[src/include/sar_seq_map.svh]
// constants and timing counts for the conversion sequencer
// Summary of operation
// - strobe rise after acquisition starts conversion
// - sampling switches open before other switching
// - then arrays leave inputs, go to ground
// - eighteen trials, MSB first, one element each
// - finish: acquisition, present code, signal done
// - trials paced by internal clock, no serial clock
// - result belongs to same edge, no pipeline
// - back-to-back conversions sustained
// - code is 18-bit two's complement
// - positive overrange saturates at 0x1ffff
// - negative overrange saturates at 0x20000
`ifndef SAR_SEQ_MAP_SVH
`define SAR_SEQ_MAP_SVH

`define SAR_RES_BITS        18
`define SAR_MSB_IDX         5'h11
`define SAR_CLK_PERIOD_NS   100
`define SAR_SETTLE_NS       300
`define SAR_ACQ_NS          200
`define SAR_SETTLE_CYC      ((`SAR_SETTLE_NS + `SAR_CLK_PERIOD_NS - 1) / `SAR_CLK_PERIOD_NS)
`define SAR_ACQ_CYC         ((`SAR_ACQ_NS + `SAR_CLK_PERIOD_NS - 1) / `SAR_CLK_PERIOD_NS)
`define SAR_DAC_RST         18'h00000
`define SAR_RESULT_RST      18'h00000
`define SAR_SIGN_FLIP       18'h20000

`endif

[src/include/sar_seq_pkg.sv]
// types for the conversion sequencer
`default_nettype none
package sar_seq_pkg;

    typedef enum logic [2:0] {
        ST_ACQ,
        ST_OPEN_SW,
        ST_TO_GND,
        ST_TRIAL,
        ST_DECIDE
    } seq_state_e;

    typedef struct packed {
        seq_state_e  state;
        logic [4:0]  bit_idx;
        logic [3:0]  wait_cnt;
        logic [3:0]  acq_cnt;
        logic [17:0] dac;
        logic [17:0] result;
        logic        done;
        logic        strobe_meta;
        logic        strobe_sync;
        logic        strobe_prev;
        logic        comp_meta;
        logic        comp_sync;
    } seq_s;

endpackage

`default_nettype wire

[src/rtl/sar_conversion_sequencer.sv]
// successive-approximation conversion sequencer
`timescale 1ns/1ps
`default_nettype none
`include "sar_seq_map.svh"

module sar_conversion_sequencer (
    // clock and reset
    input  wire logic        clk_i,
    input  wire logic        arst_n_i,
    // host side
    input  wire logic        convert_strobe_i,
    // analog front end
    input  wire logic        comparator_i,
    output logic             sampling_switch_pos_o,
    output logic             sampling_switch_neg_o,
    output logic             array_to_input_o,
    output logic [17:0]      dac_bits_o,
    // result
    output logic [17:0]      result_o,
    output logic             busy_o,
    output logic             done_o
);

    localparam logic [3:0] SETTLE_CYC = 4'(`SAR_SETTLE_CYC);
    localparam logic [3:0] ACQ_CYC    = 4'(`SAR_ACQ_CYC);

    sar_seq_pkg::seq_s s_q;
    sar_seq_pkg::seq_s s_d;

    logic strobe_rise;
    logic acq_ready;

    always_comb begin
        s_d = s_q;
        s_d.done = 1'b0;
        // both pin inputs pass two flops before use
        s_d.strobe_meta = convert_strobe_i;
        s_d.strobe_sync = s_q.strobe_meta;
        s_d.strobe_prev = s_q.strobe_sync;
        s_d.comp_meta   = comparator_i;
        s_d.comp_sync   = s_q.comp_meta;
        strobe_rise = s_q.strobe_sync & ~s_q.strobe_prev;
        acq_ready   = (s_q.acq_cnt == ACQ_CYC);
        unique case (s_q.state)
            sar_seq_pkg::ST_ACQ: begin
                if (!acq_ready) begin
                    s_d.acq_cnt = s_q.acq_cnt + 4'h1;
                end
                // early edges are dropped: tracking not yet settled
                if (strobe_rise && acq_ready) begin
                    s_d.state   = sar_seq_pkg::ST_OPEN_SW;
                    s_d.acq_cnt = 4'h0;
                end
            end
            sar_seq_pkg::ST_OPEN_SW: begin
                // switches open alone for one cycle
                s_d.state = sar_seq_pkg::ST_TO_GND;
            end
            sar_seq_pkg::ST_TO_GND: begin
                // arrays now grounded, held sample on comparator
                s_d.state    = sar_seq_pkg::ST_TRIAL;
                s_d.bit_idx  = `SAR_MSB_IDX;
                s_d.dac      = `SAR_DAC_RST;
                s_d.dac[17]  = 1'b1;
                s_d.wait_cnt = 4'h0;
            end
            sar_seq_pkg::ST_TRIAL: begin
                // wait covers dac settling plus comparator sync
                if (s_q.wait_cnt == SETTLE_CYC) begin
                    s_d.state = sar_seq_pkg::ST_DECIDE;
                end else begin
                    s_d.wait_cnt = s_q.wait_cnt + 4'h1;
                end
            end
            sar_seq_pkg::ST_DECIDE: begin
                s_d.dac[s_q.bit_idx] = s_q.comp_sync;
                s_d.wait_cnt = 4'h0;
                if (s_q.bit_idx == 5'h00) begin
                    // offset binary to two's complement; all-ones and
                    // all-zeros trials give the saturated end codes
                    s_d.result = {s_q.dac[17:1], s_q.comp_sync} ^ `SAR_SIGN_FLIP;
                    s_d.done   = 1'b1;
                    s_d.state  = sar_seq_pkg::ST_ACQ;
                end else begin
                    s_d.bit_idx = s_q.bit_idx - 5'h01;
                    s_d.dac[s_q.bit_idx - 5'h01] = 1'b1;
                    s_d.state = sar_seq_pkg::ST_TRIAL;
                end
            end
            default: begin
                // unused state codes fall back to acquisition
                s_d.state = sar_seq_pkg::ST_ACQ;
            end
        endcase
        // strobe level is not looked at outside acquisition
    end

    always_ff @(posedge clk_i or negedge arst_n_i) begin
        if (!arst_n_i) begin
            s_q.state       <= sar_seq_pkg::ST_ACQ;
            s_q.bit_idx     <= 5'h00;
            s_q.wait_cnt    <= 4'h0;
            s_q.acq_cnt     <= 4'h0;
            s_q.dac         <= `SAR_DAC_RST;
            s_q.result      <= `SAR_RESULT_RST;
            s_q.done        <= 1'b0;
            s_q.strobe_meta <= 1'b0;
            s_q.strobe_sync <= 1'b0;
            s_q.strobe_prev <= 1'b0;
            s_q.comp_meta   <= 1'b0;
            s_q.comp_sync   <= 1'b0;
        end else begin
            s_q <= s_d;
        end
    end

    assign sampling_switch_pos_o = (s_q.state == sar_seq_pkg::ST_ACQ);
    assign sampling_switch_neg_o = (s_q.state == sar_seq_pkg::ST_ACQ);
    assign array_to_input_o      = (s_q.state == sar_seq_pkg::ST_ACQ) ||
                                   (s_q.state == sar_seq_pkg::ST_OPEN_SW);
    assign dac_bits_o            = s_q.dac;
    assign result_o              = s_q.result;
    assign busy_o                = (s_q.state != sar_seq_pkg::ST_ACQ);
    assign done_o                = s_q.done;

endmodule // sar_conversion_sequencer

`default_nettype wire

[config.mk]
export PLATFORM = sky130hd
export DESIGN_NAME = sar_conversion_sequencer
export DESIGN_NICKNAME = d
export VERILOG_FILES = /design/src/include/sar_seq_pkg.sv /design/src/rtl/sar_conversion_sequencer.sv
export VERILOG_INCLUDE_DIRS = /design/src /design/src/include
export SDC_FILE = /design/constraint.sdc
export NUM_CORES = 1
export LEC_CHECK = 0
export ABC_AREA = 0
export BUFFER_PORTS_ARGS = -buffer_cell sky130_fd_sc_hd__buf_2
export CORE_MARGIN = 4
export CORE_UTILIZATION = 57
export DETAILED_ROUTE_END_ITERATION = 6
export PLACE_DENSITY = 0.9
export SYNTH_ARGS = -nofsm -noshare
export SYNTH_HDL_FRONTEND = slang
export SYNTH_SLANG_ARGS = --single-unit
[constraint.sdc]
create_clock -name clk_i -period 2.31 [get_ports clk_i]
set_clock_uncertainty 0.05 [all_clocks]
set_input_delay 0.462 -clock clk_i [delete_from_list [all_inputs] [get_ports clk_i]]
set_output_delay 0.462 -clock clk_i [all_outputs]
set_load 0.03 [all_outputs]
======== After elaboration in Yosys (flattened, before gate mapping) ========
Cells that the tools add are included.
storage, ports and cells
  output and inout bits ................... 41
  bits in registers ....................... 58
cells by class
  $lt $le $gt $ge ......................... 4
  eq/ne operators ......................... 11
  add/sub/neg operators ................... 3
  reduce and logical (&&, ||, !) cells .... 15
  bitwise logic cells ..................... 4
  mux-type cells .......................... 19
operators by type and width
  operator             number
  $pmux 18 s2          1
  $bwmux 18            1
  $mux 18              1
  $or 18x18->18        1
  $pmux 3 s5           1
  $lt 5x6->1 const B   2
  $mux 4               3
  $demux 1 s5          2
  $ge 5x1->1 const B   2
  $pmux 5 s2           1
  $reduce_and 2->1     5
  $add 4x1->4 const B  2
  $eq 4x2->1 const B   2
  $pmux 4 s2           1
  $eq 3x2->1 const B   2
  $mux 3               2
  $ne 2x2->1 const B   3
  $logic_not 5->1      1
  $mux 5               1
  $sub 5x1->5 const B  1
  $mux 1               4
  $ne 2x1->1 const B   2
  $reduce_bool 2->1    2
  $eq 3x1->1 const B   1
  other kinds (9)      12

======== Depth between registers and ports, before layout ========
Gate-level depths: netlist of the first run.
  depth after elaboration ................. 8
  gate-level depth with buffers ........... 8

======== Worst setup path after synthesis of the first run ========
No wires, ideal clock.
  path kind ............................... reg2out
  from .................................... register s_q[56] in the netlist's numbering
  to ...................................... output busy_o
  stages on the path, launching flop included .. 4
  required time ........................... 1.798 ns
  arrival ................................. 1.918 ns
  slack ................................... -0.120 ns
  path buffers ............................ 1
  cells stage by stage .................... dfrtp_1 -> buf_6 -> nor3_1 -> inv_1
between the ends
  longest elaborated chain between the ends .. 1
ends and longest elaborated chain
  what               RTL line                         text
  start, declared    sar_conversion_sequencer.sv:27   sar_seq_pkg::seq_s s_q;
  $reduce_bool 3->1  sar_conversion_sequencer.sv:123  assign busy_o = (s_q.state != sar_seq_pkg::ST_ACQ);
  end, declared      sar_conversion_sequencer.sv:20   output logic busy_o,
No other way between the ends.

======== Worst setup path in the final report of the first run ========
  from .................................... register s_q[50] in the netlist's numbering
  to ...................................... register s_q, in the netlist dac_bits_o[0]
between the ends
  longest elaborated chain between the ends .. 8
  elaborated cells between the ends (all ways) .. 16
  classes of those cells .................. 1 x add/sub; 4 x order compare; 7 x mux; 1 x bitwise; 3 x reduce/logical
ends and longest elaborated chain
  what                                                                      RTL line                                                        text
  $sub 5x1->5 (tied with other cells)                                       sar_conversion_sequencer.sv:86                                  s_d.dac[s_q.bit_idx - 5'h01] = 1'b1;
  $lt 5x6->1 (implied by the code) (tied with other cells)                  sar_conversion_sequencer.sv:86
  $logic_and 1x1->1 (implied by the code) / $mux 1 (equally long branches)  sar_conversion_sequencer.sv:86, sar_conversion_sequencer.sv:76
  $mux 1 (implied by the code) / $demux 1 s5 (equally long branches)        sar_conversion_sequencer.sv:86, sar_conversion_sequencer.sv:76
  $demux 1 s5 / $bwmux 18 (equally long branches)                           sar_conversion_sequencer.sv:86, sar_conversion_sequencer.sv:76
  $or 18x18->18 (no line)                                                   n/a
  $mux 18 (*)                                                               sar_conversion_sequencer.sv:78                                  if (s_q.bit_idx == 5'h00) begin
  $pmux 18 s2 (*)                                                           sar_conversion_sequencer.sv:44                                  unique case (s_q.state)
Mark *: on every way between the ends. The rest lies on a longest branch, timed or not.
A chain may end at the register's enable or synchronous reset.

==> impl_metrics.toml, run 1 <==
[worst_setup_path]
critPathKind = "reg2reg"
cp-end-kind = "flip-flop"
r2r_start = "s_q[50]$_DFFE_PN0P_"
critPathSlowestCell = "dfrtp_1"
cp_top_family = "simple AND/OR/NAND/NOR gates"
slowest_delay_ns = 0.46
path_cells = "inv_1 > ha_1 > nor4b_4 > nand2_1 > inv_2 > nand2_1 > o211ai_1"
worst_setup_path_start_kind = "flip-flop"
cp_num_cells = 7
reg2reg_depth = 7
cp_max_fo = 20
cpMostUsedCell = "nand2_1"
path_buf_inv = 2
rrSetupSlack_ns = 0.20
critPathArrivalTime_ns = 2.30
rr_endpoint = "dac_bits_o[0]$_DFFE_PN0N_"
cp_data_required_time_ns = 2.50

[global_route]
antenna_found_initial = 0
grt_pass1_wl_mm = 10.9
grt_max_degree = 29
grt_pass1_vias = 2235
grt_use_total_pct = 21.6
grt-ovfl-total = 0

[finish]
antenna_cells = 0
synthToLayoutAreaGrowth_pct = 6.03
drive_above_1_share_pct = 21.6
layout.nets = 363

[clocking]
clockBufferDepth = 2
postCtsSetupBuffers = 0
tritoncts = "done"
ctsRootBufferMaster = "clkbuf_8"
clk_latency_ns = 0.33
cts.sinks = 58
clk_pin_slew_ns = 0.07
cts_max_level = 3
numCtsBuffers = 9
cts_resized = 0
ctsHoldBuffers = 0

[power_and_ir_drop]
p_comb_share_pct = 36.6
powerDensity_nw_per_um2 = 1100
clkPwrFrac_pct = 25.1
leakagePower_nw = 1.67
power_switching_w = 0.00150
p_seq_share_pct = 38.3
vdd_ir_drop_max_mv = 0.667
power.internal_w = 0.00219
swShare_pct = 40.7

[die]
die_w_um = 82.6
core_um2 = 5240
start_util_pct = 60.6
dieArea_um2 = 6820
ioPinCount = 45
chipHeight_um = 82.6
rows = 26

[yosys]
yosys_register_bits = 58
synth_edf_count = 0
seq_area_frac_synth_pct = 45.7
syn-num-nets = 356
synthFlopType = "dfrtp_1"
syn_area_um2 = 3170
ys_types = 45
syn_area_per_cell_um2 = 9.20
synth_cells = 345
yosysTopAreaCell = "dfrtp_1"
synth.area.top_cells = "dfrtp_1 (46%), buf_4 (9.0%), nand2_1 (8.4%)"
ys_async_sr_fraction_pct = 100
yosysWarnings = 0
yosys.area.top_type_share_pct = 45.7

[sta]
fin_crit_sh_pct = 91.2
fmax_mhz = 475
hold_viol = 0
tightestPinTransition_ns = 0.735
rsz0062_at_grt = "false"
slew_violations = 0
fin_ws_ns = 0.204
relSlewSlack_pct = 51.0
tns_ns = 0
setup-violations-final = 0
min_period_ns = 2.11

[drt]
wirelength_mm = 6.60
wl_per_cell_um = 15.5
dr.first_iter.drc_count = 192
ant_nets = 0
drt_first_pass_iters = 4
vias = 2397
route.detailed.drc = 0
vias_per_cell = 5.61

[placed_design]
dp_hpwl_mm = 4.68
io_buffers = 44
place_congestion = 0.922
place_worst_setup_slack_ns = 0.241

[worst_hold_path]
hold_class = "in2async"

[outcome]
outcome = "complete, no violations"

[run]
maxCapViolCount = 0
-- sequential cells by signal, indices dropped and copies added, names as in the netlist --
signal      flops
result_o       18
dac_bits_o     18
s_q            18
done_o          1
s_d             3
-- Yosys cell counts, drive strengths merged (2+ instances only) --
cell / number
nand4: 2
nor2: 12
o31ai: 3
a31oi: 7
dfrtp: 58
o211ai: 3
o21ai: 33
nor3: 4
buf: 50
or2: 2
mux2i: 3
a32oi: 2
o311ai: 2
o21bai: 2
nor2b: 9
a21oi: 15
nand2b: 8
nand3: 4
clkbuf: 8
nand2: 71
o221ai: 12
inv: 7
or3b: 2
ha: 7
nor3b: 3
xnor2: 4
-- worst max path at each step --
stage | slack (ns) | startpoint | end
2_1_floorplan | 0.35 | s_q[56]$_DFFE_PN0P_ | busy_o
3_5_place_dp | 0.24 | s_q[50]$_DFFE_PN0P_ | s_q[51]$_DFFE_PN0P_
6_report | 0.20 | s_q[50]$_DFFE_PN0P_ | dac_bits_o[0]$_DFFE_PN0N_
3_3_place_gp | 0.37 | s_q[50]$_DFFE_PN0P_ | s_q[51]$_DFFE_PN0P_
5_1_grt | 0.05 | s_q[50]$_DFFE_PN0P_ | s_q[51]$_DFFE_PN0P_
4_1_cts | 0.20 | s_q[50]$_DFFE_PN0P_ | dac_bits_o[0]$_DFFE_PN0N_
-- per-layer routing --
layer  global-route usage [%]  share of wire (%)
met1                     26.9                 43
met2                     35.3                 49
met3                     5.75                5.1
met4                     9.64                2.1
met5                        0                  0
-- layout make-up --
cell class	count	area [µm²]
timing repair buffer	54	308
fill	421	1870
multi-input combinational	222	1290
clock buffer	14	163
inverter	7	26.3
sequential	58	1450
clock inverter	2	35.0
tap	70	87.6
-- kinds of logic (layout without fill, tap and decap cells) --
group | count (synthesis) | in the layout | synth area share, %
and+or+nand+nor | 124 | 124 | 19.0
AOI/OAI and AO/OA | 82 | 82 | 16.2
buffers and inverters | 65 | 77 | 13.6
DFF | 58 | 58 | 45.7
adders and majority gates | 7 | 7 | 2.76
xor gates and xnor gates | 5 | 5 | 1.38
muxes | 4 | 4 | 1.30
-- metrics by stage --
| stage | hold WS [ns] | area, µm² | total power, W | util [%] | std cells |
|---|---|---|---|---|---|
| 3_5_place_dp | 0.285 | 3170 | 0.00275 | 60.5 | 411 |
| 2_1_floorplan | 0.116 | 3180 | 0.00249 | - | 345 |
| 3_3_place_gp | 0.287 | 3170 | 0.00270 | 60.5 | 411 |
| 4_1_cts | 0.122 | 3360 | 0.00370 | 64.2 | 427 |
| 6_report | 0.110 | 3360 | 0.00369 | 64.2 | 427 |
| 5_1_grt | 0.148 | 3360 | 0.00395 | 64.2 | 427 |
-- cells in the final DEF, fill, tap and decap left out, types with 2 or more instances in the layout --
| cell | n |
|---|---|
| nand2_1 | 71 |
| dfrtp_1 | 58 |
| buf_2 | 44 |
| o21ai_0 | 33 |
| a21oi_1 | 15 |
| o221ai_1 | 12 |
| nor2_1 | 11 |
| clkbuf_8 | 11 |
| nor2b_1 | 9 |
| buf_4 | 9 |
| nand2b_1 | 8 |
| a31oi_1 | 7 |
| ha_1 | 7 |
| inv_1 | 6 |
| nand3_1 | 4 |
| xnor2_1 | 4 |
| mux2i_1 | 3 |
| o31ai_1 | 3 |
| o211ai_1 | 3 |
| nor3_1 | 3 |
| clkbuf_1 | 3 |
| or2_2 | 2 |
| nor3b_1 | 2 |
| a32oi_1 | 2 |
| nand4_1 | 2 |
| o21bai_1 | 2 |
-- power groups by stage --
stage	combinational [W]	clock, W	sequential (W)
6_report	0.00135	0.000928	0.00141
5_1_grt	0.00150	0.00100	0.00145
4_1_cts	0.00134	0.000950	0.00141
3_5_place_dp	0.00133	0	0.00142
2_1_floorplan	0.00120	0	0.00129
3_3_place_gp	0.00129	0	0.00141
Power figures use the tool's default switching activity.
==> run 2, diff against run 1 <==
--- a/config.mk
+++ b/config.mk
@@ -11,7 +11,7 @@
 export CORE_MARGIN = 4
 export CORE_UTILIZATION = 57
 export DETAILED_ROUTE_END_ITERATION = 6
-export PLACE_DENSITY = 0.9
+export PLACE_DENSITY = 0.79
 export SYNTH_ARGS = -nofsm -noshare
 export SYNTH_HDL_FRONTEND = slang
 export SYNTH_SLANG_ARGS = --single-unit
==> impl_metrics.toml, run 2 (synthesized netlist as in run 1, its figures left out) <==
[die]
rows = 26
chipHeight_um = 82.6
ioPinCount = 45
core_um2 = 5240
dieArea_um2 = 6820
die_w_um = 82.6
start_util_pct = 60.6

[placed_design]
place_worst_setup_slack_ns = 0.206
place_congestion = 0.886
dp_hpwl_mm = 4.45
io_buffers = 44
placed_area_um2 = 3140

[power_and_ir_drop]
clkPwrFrac_pct = 22.8
power_switching_w = 0.00149
vdd_ir_drop_max_mv = 0.627
power.internal_w = 0.00202
powerDensity_nw_per_um2 = 1060
leakagePower_nw = 1.64
p_comb_share_pct = 36.8
swShare_pct = 42.5
p_seq_share_pct = 40.4
power.total_w = 0.00352

[sta]
fin_crit_sh_pct = 88.6
tightestPinTransition_ns = 0.714
rsz0062_at_grt = "false"
hold_viol = 0
relSlewSlack_pct = 52.4
min_period_ns = 2.05
fmax_mhz = 488
slew_violations = 0
fin_ws_ns = 0.263
setup-violations-final = 0
tns_ns = 0

[global_route]
antenna_found_initial = 0
grt_use_total_pct = 20.9
grt_max_degree = 32
grt_pass1_wl_mm = 10.7
grt-ovfl-total = 0
grt_pass1_vias = 2217

[worst_setup_path]
cp_max_fo = 8
cp_data_required_time_ns = 1.80
critPathArrivalTime_ns = 1.54
cp-end-kind = "primary output"
critPathKind = "reg2out"
worst_setup_path_start_kind = "flip-flop"

[drt]
drt_first_pass_iters = 4
ant_nets = 0
vias = 2376
vias_per_cell = 5.60
wl_per_cell_um = 15.0
wirelength_mm = 6.35
route.detailed.drc = 0
dr.first_iter.drc_count = 189

[clocking]
postCtsSetupBuffers = 0
numCtsBuffers = 9
clk_latency_ns = 0.33
clockBufferDepth = 2
cts.sinks = 58
tritoncts = "done"
ctsHoldBuffers = 0
ctsRootBufferMaster = "clkbuf_8"
clk_pin_slew_ns = 0.07
cts_max_level = 3

[finish]
most-common-layout-cells = "nand2_1 (71), dfrtp_1 (58), buf_2 (44), o21ai_0 (33), a21oi_1 (15)"
fillers = 440
synthToLayoutAreaGrowth_pct = 4.57
design_area_um2 = 3320
layout.nets = 360
drive_above_1_share_pct = 21.8
antenna_cells = 0
final_common_cell = "nand2_1"

[worst_hold_path]
hold_class = "in2async"

[outcome]
outcome = "complete, no violations"

[run]
maxCapViolCount = 0
-- run 2: worst paths after layout --
| path | startpoint | to | slack, ns | cells after the start |
|---|---|---|---|---|
| worst max-delay path | s_q[56]$_DFFE_PN0P_ | sampling_switch_pos_o | 0.26 | 2 |
| worst min-delay path | arst_n_i | s_q[2]$_DFF_PN0_ | 0.13 | 1 |
| worst max register to register | s_q[50]$_DFFE_PN0P_ | s_q[51]$_DFFE_PN0P_ | 0.33 | 7 |
| worst min register to register | s_d[3]$_DFF_PN0_ | s_d[2]$_DFF_PN0_ | 0.30 | 0 |
| max in group asynchronous | arst_n_i | s_q[52]$_DFFE_PN0P_ | 1.48 | 2 |
| min in group clk_i | convert_strobe_i | s_d[3]$_DFF_PN0_ | 0.18 | 1 |
-- run 2: routing by layer --
layer	part of all wire, %	track usage, %	vias to the layer above
met5	0	0	-
met4	2.6	12.9	0
met3	6.2	4.01	18
met2	45	31.3	83
met1	46	27.7	1106
li1	-	-	1169
-- run 2: worst max-delay path, cell delays in order (launching register included) --
cell     delay [ns]
dfrtp_1        0.47
nor3_2         0.45
buf_2          0.28
-- run 2: what timing repair did --
item                                   CTS  global route
resized for setup                        0             1
endpoints found under the hold margin    0             0
setup endpoints to repair                0             1
-- run 2: final cells by class --
class	count	area (µm²)	area share (%)
Timing Repair Buffer	51	285	8.60
Clock buffer	11	141	4.26
Inverter	7	26.3	0.792
Multi-Input combinational cell	222	1300	39.1
Tap cell	70	87.6	2.64
Clock inverter	5	30.0	0.905
Sequential cell	58	1450	43.7
-- run 2: metrics by stage --
stage	hold slack [ns]	utilization, %	cells
floorplan	0.116	-	345
global placement	0.282	60.0	408
detailed placement	0.286	60.0	408
CTS	0.147	63.3	424
global route	0.167	63.4	424
finish	0.126	63.4	424
-- run 2: power by group through the flow --
stage / Clock (W) / Combinational (W) / Sequential [W]
after floorplan: 0 / 0.00120 / 0.00129
after global placement: 0 / 0.00125 / 0.00142
after detailed placement: 0 / 0.00129 / 0.00143
after CTS: 0.000820 / 0.00129 / 0.00141
after global routing: 0.000869 / 0.00145 / 0.00145
final: 0.000802 / 0.00129 / 0.00142
==> run 3, diff against run 2 <==
--- a/config.mk
+++ b/config.mk
@@ -9,9 +9,12 @@
 export ABC_AREA = 0
 export BUFFER_PORTS_ARGS = -buffer_cell sky130_fd_sc_hd__buf_2
 export CORE_MARGIN = 4
-export CORE_UTILIZATION = 57
+export CORE_UTILIZATION = 59
+export CTS_BUF_LIST = sky130_fd_sc_hd__clkbuf_4
 export DETAILED_ROUTE_END_ITERATION = 6
-export PLACE_DENSITY = 0.79
+export PLACE_DENSITY = 0.82
+export RECOVER_POWER = 25
+export SLEW_MARGIN = 20
 export SYNTH_ARGS = -nofsm -noshare
 export SYNTH_HDL_FRONTEND = slang
 export SYNTH_SLANG_ARGS = --single-unit
==> impl_metrics.toml, run 3 (synthesized netlist as in run 1, its figures left out) <==
[outcome]
outcome = "complete, no violations"

[global_route]
met1_usage_pct = 27.1
grt_pass1_wl_mm = 10.8
grt_use_total_pct = 21.3
grt-ovfl-total = 0
antenna_found_initial = 0
grt_max_degree = 59
grt_busiest_layer = "met2"
grt_use_met3_pct = 4.55
grtUsageMet2_pct = 33.6
grt_pass1_vias = 2313

[die]
rows = 26
start_util_pct = 61.3
die_w_um = 81.3
dieArea_um2 = 6620
ioPinCount = 45
chipHeight_um = 81.3
core_um2 = 5170

[drt]
vias_per_cell = 5.82
dr.first_iter.drc_count = 303
route.detailed.drc = 0
ant_nets = 0
wl_per_cell_um = 15.2
wirelength_mm = 6.46
drt_first_pass_iters = 5
vias = 2473

[finish]
antenna_cells = 0
most-common-layout-cells = "nand2_1 (71), dfrtp_1 (58), buf_2 (44), o21ai_0 (33), a21oi_1 (15)"
fin_cells = 425
regArea_um2 = 1450
fillers = 434
layout.nets = 362
design_area_um2 = 3270
multi_input_area_um2 = 1290
drive_above_1_share_pct = 21.7
synthToLayoutAreaGrowth_pct = 3.08
final_common_cell = "nand2_1"
final_util_pct = 63.2

[worst_setup_path]
critPathSlowestCell = "dfrtp_1"
path_cells = "inv_1 > ha_1 > buf_4 > nor2_1 > a32oi_1 > or2_2 > o211ai_1"
cp-end-kind = "flip-flop"
cp_data_required_time_ns = 2.54
cp_max_fo = 9
rrSetupSlack_ns = 0.22
critPathKind = "reg2reg"
critPathArrivalTime_ns = 2.33
worst_setup_path_start_kind = "flip-flop"
slowest_delay_ns = 0.49

[sta]
setup-violations-final = 0
tns_ns = 0
fin_crit_sh_pct = 90.6
fmax_mhz = 478
slew_violations = 0
relSlewSlack_pct = 6.35
hold_viol = 0
min_period_ns = 2.09
tightestPinTransition_ns = 1.40
rsz0062_at_grt = "false"
fin_ws_ns = 0.217

[clocking]
clk_pin_slew_ns = 0.10
ctsHoldBuffers = 0
clk_latency_ns = 0.39
numCtsBuffers = 9
cts_max_level = 3
tritoncts = "done"
clockBufferDepth = 2
postCtsSetupBuffers = 0
ctsRootBufferMaster = "clkbuf_4"
cts.sinks = 58
cts_resized = 0

[worst_hold_path]
hold_class = "in2reg"

[placed_design]
place_congestion = 0.893
place_worst_setup_slack_ns = 0.279
placed_area_um2 = 3150
io_buffers = 44
dp_hpwl_mm = 4.47
placedCellCount = 410

[power_and_ir_drop]
leakagePower_nw = 1.64
powerDensity_nw_per_um2 = 1050
vdd_ir_drop_max_mv = 0.639

[run]
maxCapViolCount = 0
-- run 3: path summary, 6_finish.rpt --
kind	start	to	cells past startpoint
worst max register to register	s_q[50]$_DFFE_PN0P_	dac_bits_o[1]$_DFFE_PN0N_	7
worst min register to register	s_d[0]$_DFF_PN0_	s_q[0]$_DFF_PN0_	0
max in group asynchronous	arst_n_i	dac_bits_o[15]$_DFFE_PN0N_	2
worst min-delay path	convert_strobe_i	s_d[3]$_DFF_PN0_	1
worst max-delay path	s_q[50]$_DFFE_PN0P_	dac_bits_o[1]$_DFFE_PN0N_	7
min in group asynchronous	arst_n_i	result_o[1]$_DFFE_PN0P_	2
-- run 3: power by group --
part / internal, W / switching [W]
sequential: 0.00115 / 0.000257
combinational: 0.000466 / 0.000872
clock: 0.000342 / 0.000355
-- run 3: critical path, delay by kind of cell (launching register included) --
family                     cells  cell delay [ns]
AOI/OAI and AO/OA              2             0.38
adders and majority gates      1             0.30
buffers and inverters          2             0.32
DFF                            1             0.49
and+or+nand+nor                2             0.46
-- run 3: cell type report --
type,count,area share (%)
timing repair buffer,53,8.72
clock inverter,4,1.34
inverter,7,0.803
clock buffer,11,2.52
tap,70,2.68
multi-input combinational,222,39.6
sequential,58,44.4
-- run 3: metrics by stage --
step / total power, W / hold WS, ns
final: 0.00345 / 0.120
after global routing: 0.00368 / 0.0975
after CTS: 0.00344 / 0.104
after detailed placement: 0.00274 / 0.285
after global placement: 0.00268 / 0.283
after floorplan: 0.00249 / 0.116
-- run 3: routing by layer --
layer | routed length, µm | part of all wire (%)
met4 | 196 | 3.0
met2 | 3110 | 48
met5 | 0 | 0
met3 | 505 | 7.8
met1 | 2640 | 41
